<file path="src/amp_irq_pkg.sv">
// register map, field positions and pin style codes of the amplifier interrupt aggregator
package amp_irq_pkg;

  // register byte addresses on the control port
  localparam logic [7:0] ADDR_PIN_MODE    = 8'h28;
  localparam logic [7:0] ADDR_ENABLE_MASK = 8'h29;
  localparam logic [7:0] ADDR_EVENT_FLAGS = 8'h2A;
  localparam logic [7:0] ADDR_CLIP_STATUS = 8'h2B;
  localparam logic [7:0] ADDR_GP_STATUS   = 8'h2F;

  // interrupt_pin_mode fields
  localparam int STYLE_LSB = 6;
  localparam int TRIG_BIT  = 0;

  // interrupt_event_flags and interrupt_enable_mask bit positions
  localparam int BIT_CONV_LOST   = 7;
  localparam int BIT_CONV_LOCKED = 6;
  localparam int BIT_RAMP_UP     = 5;
  localparam int BIT_RAMP_DOWN   = 4;
  localparam int BIT_MUTE_DONE   = 3;
  localparam int BIT_CLIP_SUM    = 2;
  localparam int BIT_PIN_SUM     = 1;

  // irq_pin_style codes
  localparam logic [1:0] STYLE_ACT_HIGH = 2'h0;
  localparam logic [1:0] STYLE_ACT_LOW  = 2'h1;
  localparam logic [1:0] STYLE_OPEN_DRN = 2'h2;

  // reset values
  localparam logic [7:0] RST_PIN_MODE    = 8'h00;
  localparam logic [7:0] RST_ENABLE_MASK = 8'h00;
  localparam logic [7:0] RST_EVENT_FLAGS = 8'h00;
  localparam logic [7:0] RST_CLIP_STATUS = 8'h00;

  // writable bits; reserved bits read as zero
  localparam logic [7:0] PIN_MODE_WMASK    = 8'hC1;
  localparam logic [7:0] ENABLE_MASK_WMASK = 8'hFC;

endpackage

</file>
<file path="src/amp_interrupt_aggregator.sv">
// interrupt aggregation: sticky event flags, mask, clip status and interrupt pin drive
`timescale 1ns/1ps

// Functional notes
// - pin style field: 00 high active, 01 low active, 10 open drain low; resets 00.
// - clip trigger type bit: 0 level, 1 edge; resets to 0.
// - edge mode: reading clip status clears every channel clip flag whose clip is no longer active; reset too.
// - mask 1 lets source drive pin; mask 0 blocks pin; masks reset zero.
// - mask positions match flag positions; pin events use separate per-pin mask.
// - each flag in bits 5 down to 3 reads 1 if its condition occurred since the last flags read.
// - reading event flags clears bits 7 down to 3.
// - reading event flags keeps bits 2 and 1; bit 0 reserved.
// - edge mode: clip summary clears by clip read, pin summary by pin status read.
// - level mode: summary holds while level persists; afterwards matching read clears it.
// - converter-lost event on interface error or lost lock.
// - converter-locked event when all active channels are locked.
// - lost and locked flags exclusive; newest state replaces the other.
// - ramp-up event when every active channel finished ramping up.
// - ramp-down event when every active channel finished ramping down.
// - mute event when every muted channel finished its mute ramp.
// - clip summary is OR of per-channel clip flags.
// - pin summary is OR of unmasked supported pin status bits.
// - channel clip flags ignore the clip mask; reads clear only in edge mode.
module amp_interrupt_aggregator
  import amp_irq_pkg::*;
#(
  parameter int CHANNELS = 8,
  parameter int GP_PINS  = 4
) (
  // clock and reset
  input  wire logic                core_clk,
  input  wire logic                rst,
  // control port register access
  input  wire logic [7:0]          reg_addr,
  input  wire logic                reg_wr,
  input  wire logic                reg_rd,
  input  wire logic [7:0]          reg_wdata,
  output logic      [7:0]          reg_rdata,
  output logic                     reg_rvalid,
  // converter state
  input  wire logic                conv_fault,
  input  wire logic [CHANNELS-1:0] conv_locked,
  input  wire logic [CHANNELS-1:0] chan_active,
  // volume ramp state
  input  wire logic [CHANNELS-1:0] ramp_up_finished,
  input  wire logic [CHANNELS-1:0] ramp_down_finished,
  input  wire logic [CHANNELS-1:0] mute_finished,
  input  wire logic [CHANNELS-1:0] chan_muted,
  // output clipping
  input  wire logic [CHANNELS-1:0] clip_active,
  // general-purpose pin status from the pin block
  input  wire logic [GP_PINS-1:0]  gp_status,
  input  wire logic [GP_PINS-1:0]  pin_irq_mask,
  // interrupt pin
  output logic                     irq_out,
  output logic                     irq_oe
);

  ////////////////////////////////////////////////////////////////////////////
  // register state

  logic [7:0]          pin_mode;
  logic [7:0]          enable_mask;
  logic [7:0]          event_flags;
  logic [CHANNELS-1:0] channel_clip_flag;
  logic [1:0]          irq_pin_style;
  logic                clip_trigger_type;
  logic                rd_flags;
  logic                rd_clip;
  logic                rd_gp;
  logic                lock_ev;
  logic                ramp_up_ev;
  logic                ramp_down_ev;
  logic                mute_ev;
  logic                lost_ev;
  logic                clip_any;
  logic                gp_any;
  logic                pending;
  logic [7:0]          next_rdata;

  assign irq_pin_style     = pin_mode[STYLE_LSB +: 2];
  assign clip_trigger_type = pin_mode[TRIG_BIT];
  assign rd_flags          = reg_rd && (reg_addr == ADDR_EVENT_FLAGS);
  assign rd_clip           = reg_rd && (reg_addr == ADDR_CLIP_STATUS);
  assign rd_gp             = reg_rd && (reg_addr == ADDR_GP_STATUS);

  always_ff @(posedge core_clk)
  begin
    if (rst)
      pin_mode <= RST_PIN_MODE;
    else if (reg_wr && reg_addr == ADDR_PIN_MODE)
      pin_mode <= reg_wdata & PIN_MODE_WMASK;
  end

  always_ff @(posedge core_clk)
  begin
    if (rst)
      enable_mask <= RST_ENABLE_MASK;
    else if (reg_wr && reg_addr == ADDR_ENABLE_MASK)
      enable_mask <= reg_wdata & ENABLE_MASK_WMASK;
  end

  ////////////////////////////////////////////////////////////////////////////
  // event sources

  all_done_detect #(.CHANNELS(CHANNELS)) u_lock_det (
    .core_clk (core_clk),
    .rst      (rst),
    .done     (conv_locked),
    .selected (chan_active),
    .rise     (lock_ev)
  );

  all_done_detect #(.CHANNELS(CHANNELS)) u_up_det (
    .core_clk (core_clk),
    .rst      (rst),
    .done     (ramp_up_finished),
    .selected (chan_active),
    .rise     (ramp_up_ev)
  );

  all_done_detect #(.CHANNELS(CHANNELS)) u_down_det (
    .core_clk (core_clk),
    .rst      (rst),
    .done     (ramp_down_finished),
    .selected (chan_active),
    .rise     (ramp_down_ev)
  );

  all_done_detect #(.CHANNELS(CHANNELS)) u_mute_det (
    .core_clk (core_clk),
    .rst      (rst),
    .done     (mute_finished),
    .selected (chan_muted),
    .rise     (mute_ev)
  );

  // the fault input already covers lost frame or master clock and ratio changes
  assign lost_ev = conv_fault;

  ////////////////////////////////////////////////////////////////////////////
  // per-channel clip status, never gated by the clip mask

  always_ff @(posedge core_clk)
  begin
    if (rst)
      channel_clip_flag <= RST_CLIP_STATUS[CHANNELS-1:0];
    else if (clip_trigger_type)
      channel_clip_flag <= (rd_clip ? '0 : channel_clip_flag) | clip_active;
    else
      channel_clip_flag <= clip_active;
  end

  assign clip_any = |channel_clip_flag;
  assign gp_any   = |(gp_status & pin_irq_mask);

  ////////////////////////////////////////////////////////////////////////////
  // event flags; a set in the same cycle as a clearing read always wins

  always_ff @(posedge core_clk)
  begin
    if (rst)
      event_flags <= RST_EVENT_FLAGS;
    else
    begin
      // newest converter state replaces the opposite one; a fault beats a lock
      if (lost_ev)
      begin
        event_flags[BIT_CONV_LOST]   <= 1'b1;
        event_flags[BIT_CONV_LOCKED] <= 1'b0;
      end
      else if (lock_ev)
      begin
        event_flags[BIT_CONV_LOST]   <= 1'b0;
        event_flags[BIT_CONV_LOCKED] <= 1'b1;
      end
      else if (rd_flags)
      begin
        event_flags[BIT_CONV_LOST]   <= 1'b0;
        event_flags[BIT_CONV_LOCKED] <= 1'b0;
      end
      event_flags[BIT_RAMP_UP]   <= ramp_up_ev   | (event_flags[BIT_RAMP_UP]   & ~rd_flags);
      event_flags[BIT_RAMP_DOWN] <= ramp_down_ev | (event_flags[BIT_RAMP_DOWN] & ~rd_flags);
      event_flags[BIT_MUTE_DONE] <= mute_ev      | (event_flags[BIT_MUTE_DONE] & ~rd_flags);
      // summaries ignore the flags read and clear only by their own status read
      // in edge mode the clip read empties every channel flag not still clipping, so the summary drops to the OR of clip_active
      event_flags[BIT_CLIP_SUM] <= (clip_trigger_type && rd_clip) ? (|clip_active)
                                 : clip_any | (event_flags[BIT_CLIP_SUM] & ~rd_clip);
      event_flags[BIT_PIN_SUM]  <= gp_any   | (event_flags[BIT_PIN_SUM]  & ~rd_gp);
      event_flags[0]            <= 1'b0;
    end
  end

  ////////////////////////////////////////////////////////////////////////////
  // read data, one cycle after the read strobe

  always_comb
  begin
    next_rdata = 8'h00;
    unique case (reg_addr)
      ADDR_PIN_MODE:    next_rdata = pin_mode;
      ADDR_ENABLE_MASK: next_rdata = enable_mask;
      ADDR_EVENT_FLAGS: next_rdata = event_flags;
      ADDR_CLIP_STATUS: next_rdata = 8'(channel_clip_flag);
      default:          next_rdata = 8'h00;
    endcase
  end

  always_ff @(posedge core_clk)
  begin
    if (rst)
    begin
      reg_rdata  <= 8'h00;
      reg_rvalid <= 1'b0;
    end
    else
    begin
      reg_rdata  <= reg_rd ? next_rdata : reg_rdata;
      reg_rvalid <= reg_rd;
    end
  end

  ////////////////////////////////////////////////////////////////////////////
  // interrupt pin; pin summary already carries the per-pin masks

  assign pending = (|(event_flags[7:2] & enable_mask[7:2])) | event_flags[BIT_PIN_SUM];

  // the reserved style code behaves as active high so the pin is never left floating
  always_ff @(posedge core_clk)
  begin
    if (rst)
    begin
      irq_out <= 1'b0;
      irq_oe  <= 1'b1;
    end
    else
    begin
      unique case (irq_pin_style)
        STYLE_ACT_LOW:
        begin
          irq_out <= ~pending;
          irq_oe  <= 1'b1;
        end
        STYLE_OPEN_DRN:
        begin
          irq_out <= 1'b0;
          irq_oe  <= pending;
        end
        default:
        begin
          irq_out <= pending;
          irq_oe  <= 1'b1;
        end
      endcase
    end
  end
endmodule

</file>
<file path="src/all_done_detect.sv">
// pulses once when every selected channel reports done
`timescale 1ns/1ps
module all_done_detect #(
  parameter int CHANNELS = 8
) (
  // clock and reset
  input  wire logic                core_clk,
  input  wire logic                rst,
  // channel status
  input  wire logic [CHANNELS-1:0] done,
  input  wire logic [CHANNELS-1:0] selected,
  // event out
  output logic                     rise
);

  logic all_now;
  logic all_prev;

  // with no channel selected there is nothing to finish, so no event
  assign all_now = (|selected) && (&(done | ~selected));

  always_ff @(posedge core_clk)
  begin
    if (rst)
    begin
      all_prev <= 1'b0;
      rise     <= 1'b0;
    end
    else
    begin
      all_prev <= all_now;
      rise     <= all_now & ~all_prev;
    end
  end

endmodule

</file>
<file path="config.mk">
export PLATFORM = sky130hd
export DESIGN_NAME = amp_interrupt_aggregator
export DESIGN_NICKNAME = d
export VERILOG_FILES = /design/src/amp_irq_pkg.sv /design/src/amp_interrupt_aggregator.sv /design/src/all_done_detect.sv
export SDC_FILE = /design/constraint.sdc
export NUM_CORES = 1
export LEC_CHECK = 0
export ABC_AREA = 1
export BUFFER_PORTS_ARGS = -buffer_cell sky130_fd_sc_hd__buf_2
export CORE_MARGIN = 8
export CORE_UTILIZATION = 51
export CTS_BUF_LIST = sky130_fd_sc_hd__clkbuf_16
export CTS_CLUSTER_SIZE = 8
export DETAILED_ROUTE_END_ITERATION = 16
export PLACE_DENSITY = 0.93
export SYNTH_ARGS = -nofsm -noshare
export SYNTH_HDL_FRONTEND = slang
export SYNTH_SLANG_ARGS = --single-unit
</file>
<file path="constraint.sdc">
create_clock -name core_clk -period 3.8 [get_ports core_clk]
set_input_delay 1.14 -clock core_clk [delete_from_list [all_inputs] [get_ports core_clk]]
set_output_delay 1.14 -clock core_clk [all_outputs]
set_load 0.02 [all_outputs]
</file>
Yosys cells after proc, flatten, opt, wreduce, memory -nomap -nowiden
Index checks and enable logic that the tools add are counted.
{"block": "totals", "ff_bits": 44, "elab_cells": 91, "input_bits": 85, "output_inout_bits": 11}
{"block": "classes", "muxes": 8, "n_reduce_logical": 24, "bitwise": 33, "eq_ne": 7}
{"cell": "$eq A8 B6 Y1 const B", "n": 5}
{"cell": "$or A8 B8 Y8", "n": 5}
{"cell": "$pmux W8 S4", "n": 1}
{"cell": "$reduce_and A8 Y1", "n": 4}
{"cell": "$reduce_or A8 Y1", "n": 4}
{"cell": "$mux W8", "n": 2}
{"cell": "$not A8 Y8", "n": 2}
{"cell": "$logic_and A1 B1 Y1", "n": 10}
{"cell": "$and A1 B1 Y1", "n": 9}
{"cell": "$not A1 Y1", "n": 9}
{"cell": "$and A6 B6 Y6", "n": 1}
{"cell": "$mux W2", "n": 3}
{"cell": "$or A1 B1 Y1", "n": 6}
{"cell": "$reduce_or A6 Y1", "n": 1}
{"cell": "$and A4 B4 Y4", "n": 1}
{"cell": "$reduce_or A2 Y1", "n": 2}
{"cell": "$reduce_or A4 Y1", "n": 1}
{"cell": "$reduce_bool A3 Y1", "n": 1}
{"cell": "$eq A2 B1 Y1 const B", "n": 1}
{"cell": "$eq A2 B2 Y1 const B", "n": 1}
{"cell": "$pmux W1 S2", "n": 1}
{"cell": "$reduce_bool A2 Y1", "n": 1}
{"cell": "$mux W1", "n": 1}

Longest topological paths before layout
{"block": "depth", "ltp_word": 6, "ltp_mapped": 9, "mapped_depth_nobuf": 9}

Modules after synthesis
Synthesis repeated with hierarchy kept, for this count alone.
{"block": "unflattened", "hier_cells": 341, "hier_area_um2": 2282.2}
{"module": "amp_interrupt_aggregator", "seq_area_each_um2": 700.7, "instances": 1, "cells_per_inst": 225, "area_each_um2": 1671.6}
{"module": "all_done_detect", "seq_area_each_um2": 40.0, "instances": 4, "cells_per_inst": 29, "area_each_um2": 152.6}

Least setup slack after synthesis
Ideal clock, no wire load.
{"block": "synth_timing", "path_kind": "input to register", "from": "in reg_addr[2]", "to": "reg enable_mask[4]", "slack_ps": 1817, "required_time_ps": 3683, "arrival_time_ps": 1866, "setup_ps": 117, "stages": 7, "path_buffers": 1, "cell_sequence": "inv_1 nand2_4 nor2_4 nand3_2 buf_6 o21ai_2 a21oi_1"}
{"block": "synth_between", "elab_chain_len": 2}
{"item": "from (decl)", "line": "amp_interrupt_aggregator.sv:34", "text": "input wire logic [7:0] reg_addr,"}
{"item": "$eq A8 B6 Y1", "line": "amp_interrupt_aggregator.sv:99", "text": "else if (reg_wr && reg_addr == ADDR_ENABLE_MASK)"}
{"item": "$logic_and A1 B1 Y1", "line": "amp_interrupt_aggregator.sv:99"}
{"item": "to (signal assigned)", "line": "amp_interrupt_aggregator.sv:100", "text": "enable_mask <= reg_wdata & ENABLE_MASK_WMASK;"}
{"item": "to (decl)", "line": "amp_interrupt_aggregator.sv:63", "text": "logic [7:0] enable_mask;"}
No other way between the ends.
A chain may end at the register's enable or synchronous reset.

==> metrics.md <==
| Metric | Value |
|---|---|
| Warnings, synthesis | `0` |
| Slew Viols, Final | `0` |
| Syn Nets | `about 390` |
| Overflow after GRT | `0` |
| Fin util | `0.689` |
| Die height | `~80 um` |
| Reg2reg end | `irq_out` |
| Final Hold Fails | `0` |
| R2R cell count | `6` |
| Hold Path Sink | `u_up_det.rise` |
| Status | `finished, final reports clean` |
| DRC violations left | `0` |
| Core ar. | `a little over 0.004 mm2` |
| CTS Buffer Depth | `2` |
| Post-route cell area | `0.00280 mm2` |
| Worst Setup Start Kind | `input port` |
| Sequential fraction of the synthesis area | `0.397` |
| Min-delay worst type | `reg2reg` |
| Multi-input logic area | `0.00109 mm2` |
| Rel. slew slack | `0.676` |
| Fin crit share | `0.596` |
| Die W | `approximately 81 um` |
| Mapped cell area | `0.00217 mm2` |
| Number of synthesized flops with an enable pin | `0` |
| Peak supply drop | `0.000253 V` |
| Crit. End Element | `flip-flop` |
| Tmin final | `around 2300 ps` |
| Area share of fa/ha/maj cells after synthesis | `0.0115` |
| Simple-gate share of the synthesized area | `0.327` |
| Asr flop ratio synth | `0` |
| Fill cells | `349` |
| TritonRoute pass-1 iters | `4` |
| Global-route wire length before repair | `about 9600 um` |
| Vias in the first global route | `2381` |
| Largest net degree at the start of global routing | `27` |
| FF/Latch Area | `861 um2` |
| Crit-path max FO | `26` |
| Post-synthesis mux area share | `0` |
| Initial antenna violation count | `0` |
| Clock sink count | `43` |
| Postcts setup bufs | `0` |
| Leading cell type in the layout, fill and taps excluded | `buf_2` |
| Ant diodes | `0` |
| Most frequent cells in the layout | `94 x buf_2, 51 x nand2_1, 43 x dfxtp_1` |
| Worst-Skew Late Latency | `280 ps` |
| TritonCTS clock tree | `yes` |
| I/O pin count | `96` |
| Row count | `23` |
| Syn Area/Cell | `around 7.1 um2` |
| GRT Util Overall | `0.180` |
| Initial Util | `0.534` |
| Worst Max-Slew Pin Slew | `486 ps` |
| # resized after CTS | `0` |
| H-tree depth | `2` |
| Critical path class | `in2reg` |
| Port bufs | `94` |
| Setup_tns | `0 ps` |
| Synth unique cells | `31` |
| Dpl cell area | `~0.0026 mm2` |
| DRT Wirelength | `roughly 5700 um` |
| XOR/XNOR share of the synthesized area | `0` |
| GP Congestion | `0.885` |
| Worst Min Path Start | `u_up_det.all_prev` |
| Compound-gate portion of the synthesized area | `0.163` |
| Max_cap viols | `0` |
| Layout Nets | `483` |
| Die Area | `0.00659 mm2` |
| CP required | `approximately 4000 ps` |
| Most used DFF post-synth | `dfxtp_1` |
| Final setup vio count | `0` |
| Vias | `2301` |
| Clk_skew | `5.83 ps` |
| TritonCTS Buffers | `5` |
| RSZ-0062 raised after global routing | `false` |
| Pwr/cell area | `between 300 and 400 mW/mm2` |
| Routed wire per std cell | `12.8 um` |
| Reg2Reg Launch Point | `enable_mask[2]` |
| P_leak | `between 1 and 1.5 nW` |
| DR iter-0 viols | `220` |
| CTS Hold Buffers Added | `0` |
| WP data arrival | `2480 ps` |
| Average via count per standard cell | `about 5.2` |
| Flop and latch count out of synthesis | `43` |
| Reg-to-reg setup timing slack | `between 2000 and 3000 ps` |
| Detailed placer's ending HPWL | `4610 um` |
| Worst hold stages | `1` |
| Share of cells above drive strength 1 | `0.311` |
| Largest family of logic cells by synthesized area | `simple AND/OR/NAND/NOR gates` |
| Area grow syn2layout | `29.1%` |
| Reg clk slew, reported paths | `roughly 60 ps` |
| Max Freq | `442 MHz` |
| Post-DRT Antenna Nets | `0` |
| Cell count after synthesis | `304` |
| Root Driver | `clkbuf_16` |
==> sequential cells by signal, summed over array words and instances (netlist names) <==
name	count
event_flags	7
pin_mode	3
enable_mask	6
u_mute_det.all_prev	1
irq_out	1
u_up_det.rise	1
u_down_det.rise	1
channel_clip_flag	8
u_up_det.all_prev	1
u_lock_det.rise	1
reg_rdata	8
u_down_det.all_prev	1
u_mute_det.rise	1
irq_oe	1
u_lock_det.all_prev	1
reg_rvalid	1
==> stage by stage <==
stage | power (mW) | hold slack [ps] | cells | setup WS, ps
2_1_floorplan | 0.543 | 368 | 304 | 1820
3_3_place_gp | 0.598 | 375 | 439 | 1240
3_5_place_dp | 0.601 | 371 | 439 | 1240
4_1_cts | 1.06 | 384 | 446 | 1550
5_1_grt | 1.09 | 398 | 446 | 1320
6_report | 1.05 | 381 | 446 | 1540
==> synthesized netlist by cell type (4+ instances only) <==
library cell / number / share of area
a31oi_1: 8 / 0.023
buf_2: 4 / 0.0092
a21oi_1: 25 / 0.058
nor4_1: 7 / 0.020
o22ai_1: 6 / 0.017
nand3_1: 26 / 0.060
nand2_2: 5 / 0.014
o21ai_2: 4 / 0.016
nor3_1: 5 / 0.012
dfxtp_1: 43 / 0.40
o21ai_1: 4 / 0.0092
nor2_1: 39 / 0.068
inv_1: 38 / 0.066
nand2_1: 51 / 0.088
o21ai_0: 9 / 0.021
==> area by class of cell <==
type,count,area share
Multi-Input combinational cell,210,0.389
Sequential cell,43,0.308
Timing Repair Buffer,94,0.168
Inverter,42,0.0564
Clock buffer,5,0.0447
Tap cell,50,0.0224
Clock inverter,2,0.0121
==> power by group <==
part           internal (mW)  switching (mW)
combinational         0.0556          0.0646
clock                  0.303           0.158
sequential             0.464         0.00805
total                  0.823           0.231
==> worst max path at each step <==
stage,cells past startpoint,startpoint,slack [ps],endpoint
final,6,rst,1540,u_lock_det.rise
after global routing,6,rst,1320,u_lock_det.rise
after CTS,6,rst,1550,u_lock_det.rise
after detailed placement,6,rst,1240,u_lock_det.rise
after global placement,6,rst,1240,u_lock_det.rise
after floorplan,7,reg_addr[2],1820,enable_mask[4]
==> critical path: stages <==
cell	delay, ps
buf_2	240
inv_1	430
o21ai_0	170
nor4_1	260
nand3_1	130
nor2_1	90
==> cell families (layout without fill, tap and decap cells) <==
group	after synthesis	in the layout
simple gates	147	147
fa+ha+maj	2	2
flops	43	43
compound gates	61	61
buf+inv	51	143
==> routing by layer <==
layer,wire length (um),global-route usage,vias to the layer above
li1,-,-,1186
met1,2390,0.200,988
met2,2620,0.306,115
met3,610,0.0629,12
met4,111,0.0750,0
met5,0,0,-
Note: power is estimated with default switching activity, not from simulation.
